## config.mk

```make
export PLATFORM = sky130hd
export DESIGN_NAME = cif_irq_top
export DESIGN_NICKNAME = d
export VERILOG_FILES = /design/src/hw/cif_pkg.sv /design/src/hw/cif_ahb_front.sv /design/src/hw/cif_evt_capture.sv /design/src/hw/cif_irq_top.sv
export VERILOG_INCLUDE_DIRS = /design/src /design/src/hw
export SDC_FILE = /design/constraint.sdc
export NUM_CORES = 1
export LEC_CHECK = 0
export BUFFER_PORTS_ARGS = -buffer_cell sky130_fd_sc_hd__buf_2
export CAP_MARGIN = 20
export CORE_ASPECT_RATIO = 1.25
export CORE_MARGIN = 10
export CORE_UTILIZATION = 38
export CTS_BUF_LIST = sky130_fd_sc_hd__clkbuf_16
export DETAILED_ROUTE_END_ITERATION = 12
export PLACE_DENSITY = 0.8
export SLEW_MARGIN = 40
export SYNTH_ARGS = -nofsm -noshare
export SYNTH_HDL_FRONTEND = slang
export SYNTH_HIERARCHICAL = 1
export SYNTH_SLANG_ARGS = --single-unit
export TNS_END_PERCENT = 100
```

## constraint.sdc

```tcl
create_clock -name hclk -period 1.4 [get_ports hclk]
set_input_delay 0.28 -clock hclk [delete_from_list [all_inputs] [get_ports hclk]]
set_output_delay 0.28 -clock hclk [all_outputs]
set_load 0.02 [all_outputs]
```

## src/hw/cif_regs.svh

```systemverilog
`ifndef CIF_REGS_SVH
`define CIF_REGS_SVH

// ==========================================================================
// register indices; the byte address on the bus is four times the index
// ==========================================================================
`define CIF_IDX_ENABLE 30'h0000_002b
`define CIF_IDX_FLAGS 30'h0000_002c

// ==========================================================================
// reset values
// ==========================================================================
`define CIF_ENABLE_RST 8'h00
`define CIF_FLAGS_RST 8'h00
`define CIF_RDATA_RST 32'h0000_0000

// ==========================================================================
// field positions, shared by the enable and the flag register
// ==========================================================================
`define CIF_BIT_MSG_ERR 7
`define CIF_BIT_WAKEUP 6
`define CIF_BIT_ERR_CHG 5
`define CIF_BIT_TX2 4
`define CIF_BIT_TX1 3
`define CIF_BIT_TX0 2
`define CIF_BIT_RX1 1
`define CIF_BIT_RX0 0

// ==========================================================================
// bus encodings
// ==========================================================================
`define CIF_HTRANS_NONSEQ 2'h2
`define CIF_HRESP_OKAY 1'h0

`endif

```

## src/hw/cif_pkg.sv

```systemverilog
`default_nettype none

package cif_pkg;

  // ========================================================================
  // register selected by a bus transfer
  // ========================================================================
  typedef enum logic [1:0] {
    CIF_SEL_NONE = 2'h0,
    CIF_SEL_ENABLE = 2'h1,
    CIF_SEL_FLAGS = 2'h3
  } cif_sel_t;

  // ========================================================================
  // state of the bus front end
  // ========================================================================
  typedef struct packed {
    logic wr_pend;
    cif_sel_t wr_sel;
    logic readyout;
    logic resp;
  } cif_front_t;

  // ========================================================================
  // state of the event capture
  // ========================================================================
  typedef struct packed {
    logic [7:0] err_prev;
  } cif_evt_t;

  // ========================================================================
  // state of the register core
  // ========================================================================
  typedef struct packed {
    logic [7:0] enable;
    logic [7:0] flags;
    logic irq;
    logic [31:0] rdata;
  } cif_core_t;

endpackage

`default_nettype wire

```

## src/hw/cif_ahb_front.sv

```systemverilog
`timescale 1ns/1ns
`default_nettype none
`include "cif_regs.svh"

module cif_ahb_front import cif_pkg::*; (
  input wire logic hclk,
  input wire logic hresetn,
  input wire logic hsel,
  input wire logic [31:0] haddr,
  input wire logic [1:0] htrans,
  input wire logic hwrite,
  input wire logic hready,
  output logic hreadyout,
  output logic hresp,
  output logic wr_en,
  output cif_sel_t wr_sel,
  output cif_sel_t rd_sel
);

  cif_front_t st_ff;
  cif_front_t nxt_st;
  logic take;
  cif_sel_t addr_sel;

  // ========================================================================
  // address phase decode
  // ========================================================================
  // only NONSEQ is taken: the master issues single word transfers
  assign take = hsel & hready & (htrans == `CIF_HTRANS_NONSEQ);

  always_comb begin
    case (haddr[31:2])
      `CIF_IDX_ENABLE: addr_sel = CIF_SEL_ENABLE;
      `CIF_IDX_FLAGS: addr_sel = CIF_SEL_FLAGS;
      default: addr_sel = CIF_SEL_NONE; // unmapped: reads zero, writes dropped
    endcase
  end

  // ========================================================================
  // data phase tracking; no wait states, so hreadyout is always high
  // ========================================================================
  always_comb begin
    nxt_st = st_ff;
    nxt_st.wr_pend = take & hwrite;
    nxt_st.wr_sel = (take & hwrite) ? addr_sel : CIF_SEL_NONE;
    nxt_st.readyout = 1'b1;
    nxt_st.resp = `CIF_HRESP_OKAY;
  end

  always_ff @(posedge hclk or negedge hresetn) begin
    if (!hresetn) begin
      st_ff <= '{wr_pend: 1'b0, wr_sel: CIF_SEL_NONE, readyout: 1'b1, resp: 1'b0};
    end else begin
      st_ff <= nxt_st;
    end
  end

  assign hreadyout = st_ff.readyout;
  assign hresp = st_ff.resp;
  assign wr_en = st_ff.wr_pend;
  assign wr_sel = st_ff.wr_sel;
  // read data is prepared in the address phase so it can leave a flip-flop
  assign rd_sel = (take & ~hwrite) ? addr_sel : CIF_SEL_NONE;

endmodule

`default_nettype wire

```

## src/hw/cif_evt_capture.sv

```systemverilog
`timescale 1ns/1ns
`default_nettype none
`include "cif_regs.svh"

module cif_evt_capture import cif_pkg::*; (
  input wire logic hclk,
  input wire logic hresetn,
  input wire logic [7:0] error_condition_register,
  input wire logic message_error_evt,
  input wire logic wakeup_evt,
  input wire logic [2:0] tx_buf_empty_evt,
  input wire logic [1:0] rx_buf_full_evt,
  output logic [7:0] flag_set
);

  cif_evt_t st_ff;
  cif_evt_t nxt_st;

  // ========================================================================
  // error condition history; any bit turning either way is a change
  // ========================================================================
  always_comb begin
    nxt_st = st_ff;
    nxt_st.err_prev = error_condition_register;
  end

  always_ff @(posedge hclk or negedge hresetn) begin
    if (!hresetn) begin
      st_ff <= '{err_prev: 8'h00};
    end else begin
      st_ff <= nxt_st;
    end
  end

  // set requests in flag register layout
  assign flag_set[`CIF_BIT_MSG_ERR] = message_error_evt;
  assign flag_set[`CIF_BIT_WAKEUP] = wakeup_evt;
  assign flag_set[`CIF_BIT_ERR_CHG] = |(error_condition_register ^ st_ff.err_prev);
  assign flag_set[`CIF_BIT_TX2:`CIF_BIT_TX0] = tx_buf_empty_evt;
  assign flag_set[`CIF_BIT_RX1:`CIF_BIT_RX0] = rx_buf_full_evt;

endmodule

`default_nettype wire

```

## src/hw/cif_irq_top.sv

```systemverilog
`timescale 1ns/1ns
`default_nettype none
`include "cif_regs.svh"

module cif_irq_top import cif_pkg::*; (
  input wire logic hclk,
  input wire logic hresetn,
  input wire logic hsel,
  input wire logic [31:0] haddr,
  input wire logic [1:0] htrans,
  input wire logic hwrite,
  input wire logic [31:0] hwdata,
  input wire logic hready,
  output logic hreadyout,
  output logic hresp,
  output logic [31:0] hrdata,
  input wire logic [7:0] error_condition_register,
  input wire logic message_error_evt,
  input wire logic wakeup_evt,
  input wire logic [2:0] tx_buf_empty_evt,
  input wire logic [1:0] rx_buf_full_evt,
  output logic irq
);

  cif_core_t st_ff;
  cif_core_t nxt_st;
  logic wr_en;
  cif_sel_t wr_sel;
  cif_sel_t rd_sel;
  logic [7:0] flag_set;
  logic wr_enable;
  logic wr_flags;

  // ==========================================================================
  // bus front end
  // ==========================================================================
  cif_ahb_front u_front (
    .hclk(hclk),
    .hresetn(hresetn),
    .hsel(hsel),
    .haddr(haddr),
    .htrans(htrans),
    .hwrite(hwrite),
    .hready(hready),
    .hreadyout(hreadyout),
    .hresp(hresp),
    .wr_en(wr_en),
    .wr_sel(wr_sel),
    .rd_sel(rd_sel)
  );

  // ==========================================================================
  // event capture
  // ==========================================================================
  cif_evt_capture u_evt (
    .hclk(hclk),
    .hresetn(hresetn),
    .error_condition_register(error_condition_register),
    .message_error_evt(message_error_evt),
    .wakeup_evt(wakeup_evt),
    .tx_buf_empty_evt(tx_buf_empty_evt),
    .rx_buf_full_evt(rx_buf_full_evt),
    .flag_set(flag_set)
  );

  // ==========================================================================
  // register core
  // ==========================================================================
  // write strobes in the data phase, when hwdata is valid
  assign wr_enable = wr_en & (wr_sel == CIF_SEL_ENABLE);
  assign wr_flags = wr_en & (wr_sel == CIF_SEL_FLAGS);

  // next state: software writes first, hardware sets on top so a set wins
  always_comb begin
    nxt_st = st_ff;
    if (wr_enable) begin
      nxt_st.enable = hwdata[7:0];
    end
    if (wr_flags) begin
      // a zero clears, a one may set a flag by software for test
      nxt_st.flags = hwdata[7:0];
    end
    // flags are sticky; only the write above removes them
    nxt_st.flags = nxt_st.flags | flag_set;
    // one gated or-tree serves every source alike
    nxt_st.irq = |(nxt_st.flags & nxt_st.enable);
    // read data reflects the state after this edge, so a read right after
    // a write sees the written value
    case (rd_sel)
      CIF_SEL_ENABLE: nxt_st.rdata = {24'h00_0000, nxt_st.enable};
      CIF_SEL_FLAGS: nxt_st.rdata = {24'h00_0000, nxt_st.flags};
      default: nxt_st.rdata = `CIF_RDATA_RST;
    endcase
  end

  always_ff @(posedge hclk or negedge hresetn) begin
    if (!hresetn) begin
      st_ff <= '{enable: `CIF_ENABLE_RST, flags: `CIF_FLAGS_RST, irq: 1'b0, rdata: `CIF_RDATA_RST};
    end else begin
      st_ff <= nxt_st;
    end
  end

  // outputs leave flip-flops directly
  assign hrdata = st_ff.rdata;
  assign irq = st_ff.irq;
endmodule

`default_nettype wire

```

==> results of run 1 <==
## power by group
part           internal, mW  total [mW]  leakage, nW  switching, mW
logic                 0.121       0.287        0.732          0.166
registers              1.07        1.07        0.419        0.00829
clock network         0.637       0.993       0.0709          0.357
## final cells by class
type	instances	area [µm²]	area share
Timing Repair Buffer	81	483	0.198
Multi-Input combinational cell	112	848	0.348
Clock inverter	2	8.76	0.00359
Clock buffer	5	125	0.0513
Sequential cell	36	901	0.369
Tap cell	60	75.1	0.0308
## logic make-up (layout without fill, tap and decap cells)
| kind of cell | Yosys count | in the layout |
|---|---|---|
| simple gates | 49 | 49 |
| buf+inv | 42 | 88 |
| flops | 36 | 36 |
| mux | 24 | 24 |
| xor+xnor | 8 | 8 |
| compound gates | 5 | 5 |
| other cells | 3 | 26 |
## state kept, by name, summed over array words and instances, names as in the netlist
signal	count
hrdata	8
u_evt/st_ff	8
u_front/wr_en	1
irq	1
st_ff	16
u_front/wr_sel	2
## worst register-to-register path, delay by kind of cell, from the launching register on
kind | cells | cell delay, ps
XOR/XNOR | 1 | 160
buffers and inverters | 1 | 150
flip-flops | 1 | 370
multiplexers | 2 | 220
AND/OR/NAND/NOR | 4 | 600
## metal layers
| metal | share of wire | GRT usage | vias up |
|---|---|---|---|
| met1 | 0.38 | 0.122 | 608 |
| li1 | - | - | 637 |
| met5 | 0 | 0 | - |
| met4 | 0.019 | 0.0503 | 0 |
| met3 | 0.098 | 0.0400 | 5 |
| met2 | 0.50 | 0.177 | 72 |
## cells in the mapped netlist
cell	number	area, µm²
nand3b_4	1	20.0
mux2i_1	16	160
nand4_1	4	25.0
or3b_1	1	8.76
and4b_1	1	10.0
nand3_2	1	10.0
conb_1	3	11.3
nand2_1	2	7.51
buf_4	41	308
nor2_1	16	60.1
buf_2	1	5.00
nor2b_1	8	50.1
nor3_1	4	20.0
a22oi_1	4	30.0
mux2_2	8	90.1
o21a_1	1	7.51
xor2_1	8	70.1
nor4b_1	3	26.3
nor4_1	7	43.8
dfrtp_1	36	901
and2_1	1	6.26
## per-stage QoR
stage | total power [mW] | instances | cell area, µm² | TNS (ps) | setup WS (ps)
6_report | 2.35 | 296 | 2440 | -499 | -190
5_1_grt | 2.46 | 296 | 2440 | -1250 | -328
4_1_cts | 2.37 | 297 | 2400 | -498 | -203
3_5_place_dp | 1.35 | 286 | 2170 | -2960 | -372
3_3_place_gp | 1.34 | 286 | 2170 | -2860 | -341
2_1_floorplan | 1.28 | 190 | 1990 | -94.2 | -11.8
## worst max-delay path by stage
stage,depth (start not counted),slack [ps],to
floorplan,4,-10,hrdata[0]
global placement,7,-340,hrdata[3]
detailed placement,7,-370,hrdata[2]
CTS,7,-200,irq
global route,8,-330,hrdata[5]
finish,8,-190,hrdata[5]
## what timing repair did
action / in CTS / in global routing
pin swaps: 12 / 9
gates resized for setup: 11 / 8
setup endpoints to repair: 9 / 10
setup buffers: 4 / 0
==> flow_summary.json, run 1 <==
{
  "finalCriticalPeriod_ps": 1590,
  "drt_drc_violations_left": 0,
  "clk_pin_slew_ps": 50,
  "r2r_start": "u_evt/st_ff[5]",
  "io-pin-count": 121,
  "startpoint": "u_evt/st_ff[5]",
  "yosysSeqAreaShare": 0.482,
  "finalSetupViolations": 4,
  "cp_cell_sequence": "xor2_1, nor4_1, nand2_1, nor2_1, mux2i_1, buf_4, mux2i_1, nor2b_1",
  "final_common_cell": "buf_2",
  "htree_levels": 2,
  "crit_top_cell": "mux2i_1",
  "hold_slack_ps": 34.0,
  "num_antenna_cells": 0,
  "vias": 1322,
  "cts_inserted_buffers": 5,
  "grt_first_pass_wirelength_um": 6980,
  "synthCells": 167,
  "core_area_um2": 4760,
  "finalCritPeriodShare": 1.14,
  "irDropWorstVdd_mv": 0.409,
  "synth_top_family_by_area": "buffers and inverters",
  "worst_r2r_path_depth": 8,
  "synthSimpleGateAreaFrac": 0.154,
  "fp.dieH_um": 98.4,
  "clock.fmax_mhz": 629,
  "rsz0062_at_grt": "yes",
  "num-fill-cells": 449,
  "hold_class": "input pin to asynchronous set/reset pin",
  "fp.dieArea_um2": 8150,
  "antenna_found_initial": 0,
  "critPathTopFamily": "simple AND/OR/NAND/NOR gates",
  "required_ps": 1560,
  "leakage_nw": 1.22,
  "status": "finished with violations",
  "overflow": 0,
  "violations": "negative setup slack",
  "cp-start-kind": "register",
  "drt_iter0_drc": 29,
  "grt_pass1_vias": 1562,
  "endpoint_kind": "register",
  "worstPathArrival_ps": 1750,
  "critPathMaxStageDelay_ps": 370,
  "root_buffer": "clkbuf_16",
  "layout-drive-gt1-share": 0.458,
  "row_count": 28,
  "hold_buffers": 0,
  "syn_area_um2": 1870,
  "yosysWarnings": 6,
  "utilization": 0.512,
  "synth_seq_cells": 36,
  "synthAdderAreaFrac": 0,
  "ant_nets": 0,
  "synthMuxAreaShare": 0.134,
  "cts_tree": "built",
  "die_w_um": 82.8,
  "gp_congestion": 0.748,
  "synth_xor_area_frac": 0.0375,
  "start_util": 0.393,
  "cp_max_fo": 2,
  "hpwl_um": 3510,
  "drt_pass1_iterations": 3,
  "grt_usage": 0.109,
  "fin_ws_ps": -190,
  "synth_compound_area_frac": 0.0201,
  "grt_max_degree": 37,
  "timing.rr.end": "hrdata[5]",
  "mostFrequentLayoutCells": "62 x buf_2, 36 x dfrtp_1, 26 x conb_1, 16 x nor2_1, 15 x mux2i_1",
  "slew_violations": 0,
  "r2r_setup_slack_ps": -190,
  "synthToLayoutAreaGrowth_pct": 30.5,
  "cap_viol_max_count": 0,
  "finClkSkew_ps": 4.72,
  "wl_per_cell_um": 14.7,
  "viasPerCell": 4.47,
  "nets": 322,
  "portBuffers": 68,
  "finalWirelength_um": 4340,
  "power_density_nw_per_um2": 965,
  "path_buf_inv": 1,
  "finalHoldViolations": 0,
  "synthDistinctLibCells": 21,
  "insertion_delay_ps": 270,
  "syn_avg_cell_area_um2": 11.2,
  "crit_type": "register to register",
  "cts.sinks": 36,
  "crit_path_top_delay_cell": "dfrtp_1",
  "clk_path_buf_depth": 2
}
No activity file was read; power rests on OpenSTA's default activity.
==> run 2: changes to the inputs <==
- ABC_AREA: unset -> 1
- CORE_UTILIZATION: 38 -> 40
- PLACE_DENSITY: 0.8 -> 0.81
==> run 2 against run 1 <==
Compared with the run above:
- the run now ends clean
- combinational power fell by 11%
- sequential power about the same
- sequential share of layout area down 1.2 points
- final cell count rose by 24%
- non-clock buffer count up 1
- synthesized cell count is 43% higher
- clock power about the same
- die area is 4.3% higher
- sequential cell count is the same
- global-route usage increased by 0.98 points
- power shrank 0.95%
- routed wire length rose by 16%
- critical endpoint unchanged
==> flow_summary.json, run 2 <==
{
  "htree_levels": 2,
  "overflow": 0,
  "grt_max_degree": 37,
  "insertion_delay_ps": 270,
  "fp.dieArea_um2": 8500,
  "grt_usage": 0.119,
  "synthToLayoutAreaGrowth_pct": 21.7,
  "yosysMostFrequentCell": "nand2_1",
  "rsz0062_at_grt": "yes",
  "multiInputGateArea_um2": 838,
  "synth_edf_count": 0,
  "clk_pin_slew_ps": 50,
  "cts.sinks": 36,
  "synth_area_leaders": "dfrtp_1 43%, buf_4 15%, nand2_1 8.7%",
  "slew_violations": 0,
  "mostFrequentLayoutCells": "68 x buf_2, 48 x nand2_1, 34 x dfrtp_1, 27 x inv_1, 26 x conb_1",
  "top_register": "st_ff",
  "cts_tree": "built",
  "syn_area_um2": 2080,
  "drt_drc_violations_left": 0,
  "vias": 1619,
  "layout-drive-gt1-share": 0.390,
  "num-fill-cells": 483,
  "yosysWarnings": 6,
  "hold_class": "input pin to register",
  "required_ps": 1560,
  "final_common_cell": "buf_2",
  "synth_common_cells": "48 x nand2_1, 42 x buf_4, 36 x dfrtp_1, 26 x inv_1, 18 x nor2_1",
  "synth_top_area_frac": 0.433,
  "finalCriticalPeriod_ps": 1390,
  "drt_pass1_iterations": 4,
  "die_w_um": 84.5,
  "total_power_mw": 2.33,
  "finalHoldViolations": 0,
  "power_density_nw_per_um2": 922,
  "row_count": 29,
  "finalCritPeriodShare": 0.994,
  "grt_pass1_vias": 1861,
  "r2r_setup_slack_ps": 8,
  "crit_type": "register to register",
  "finClkSkew_ps": 4.53,
  "clock.fmax_mhz": 718,
  "irDropWorstVdd_mv": 0.469,
  "cap_viol_max_count": 0,
  "finalSetupViolations": 0,
  "place_area_um2": 2320,
  "yosysSeqAreaShare": 0.433,
  "antenna_found_initial": 0,
  "status": "completed",
  "endpoint_kind": "register",
  "nets": 391,
  "seqCellArea_um2": 903,
  "cp_max_fo": 2,
  "num_antenna_cells": 0,
  "synthDistinctLibCells": 22,
  "dp_slack_ps": -270,
  "leakage_nw": 1.38,
  "fin_ws_ps": 8.06,
  "syn_avg_cell_area_um2": 8.73,
  "finalWirelength_um": 5030,
  "final_area_um2": 2530,
  "ant_nets": 0,
  "grt_first_pass_wirelength_um": 8230,
  "yosys.area.top_type": "dfrtp_1",
  "async_flop_share": 1.00,
  "gp_congestion": 0.726,
  "cts_inserted_buffers": 5,
  "core_area_um2": 5040,
  "dp.cells": 355,
  "hpwl_um": 3950,
  "instances_no_fill": 367,
  "wl_per_cell_um": 13.7,
  "start_util": 0.412,
  "portBuffers": 68,
  "io-pin-count": 121,
  "worstPathArrival_ps": 1550,
  "drt_iter0_drc": 58,
  "synth_seq_cells": 36,
  "viasPerCell": 4.41,
  "synthCells": 238,
  "fp.dieH_um": 101,
  "synth_ff_type": "dfrtp_1",
  "fin_setup_tns_ps": 0,
  "largest_reg_flops": 16,
  "root_buffer": "clkbuf_16",
  "clk_path_buf_depth": 2,
  "cp-start-kind": "register"
}
[run 2: cell count changes in the layout (fill, tap and decap cells not counted), moves of 9 or more]
cell / previous run / this run
inv_1: 1 / 27
nand2_1: 2 / 48
nand2_2: 0 / 9
mux2i_1: 15 / 0
[run 2: timing repair]
item                                    4_1_cts  5_1_grt
endpoints found under the hold margin        36        0
gates resized for setup                       1        6
endpoints found under the setup margin        1        9
pin swaps                                     1        7
buffers inserted                              3        1
hold buffers                                  1        0
[run 2: worst max-delay path: stages (launching register included)]
cell and delay (ps):
dfrtp_1 370, xnor2_1 160, nand2_1 80, nor2_1 110
nand2_1 60, nand3b_1 170, buf_4 150, a22o_1 170
[run 2: report_power, final]
group,total [mW],switching (mW),internal [mW]
Sequential,1.06,0.00707,1.05
Combinational,0.255,0.155,0.0996
Clock,1.02,0.378,0.638
[run 2: final cells by class]
type                       instances  area share
clock inverter                     2     0.00346
tap                               62      0.0307
timing repair buffer              82       0.187
inverter                          27      0.0410
sequential                        36       0.357
clock buffer                       5      0.0495
multi-input combinational        153       0.331
[run 2: cells by family after synthesis]
group,Yosys count,synth area share
and+or+nand+nor,106,0.255
buffers and inverters,72,0.218
DFF,36,0.433
AOI/OAI and AO/OA,16,0.0674
xor gates and xnor gates,5,0.0211
other,3,0.00542
[run 2: path summary, 6_finish.rpt]
path	start	to	depth (start not counted)
worst max-delay path	u_evt/st_ff[3]	hrdata[5]	7
worst min-delay path	error_condition_register[4]	u_evt/st_ff[4]	1
worst max register to register	u_evt/st_ff[3]	hrdata[5]	7
worst min register to register	st_ff[42]	st_ff[42]	2
max in group asynchronous	hresetn	u_front/wr_en	3
min in group asynchronous	hresetn	u_evt/st_ff[0]	3
[run 2: per-layer routing]
metal	vias up	global-route usage	part of all wire
li1	811	-	-
met1	717	0.123	0.41
met2	85	0.213	0.49
met3	6	0.0469	0.088
met4	0	0.0419	0.014
met5	-	0	0
[run 2: metrics by stage]
stage	hold slack, ps	util
6_report	134	0.502
2_1_floorplan	-15.6	-
5_1_grt	132	0.502
3_3_place_gp	253	0.459
4_1_cts	131	0.495
3_5_place_dp	257	0.459
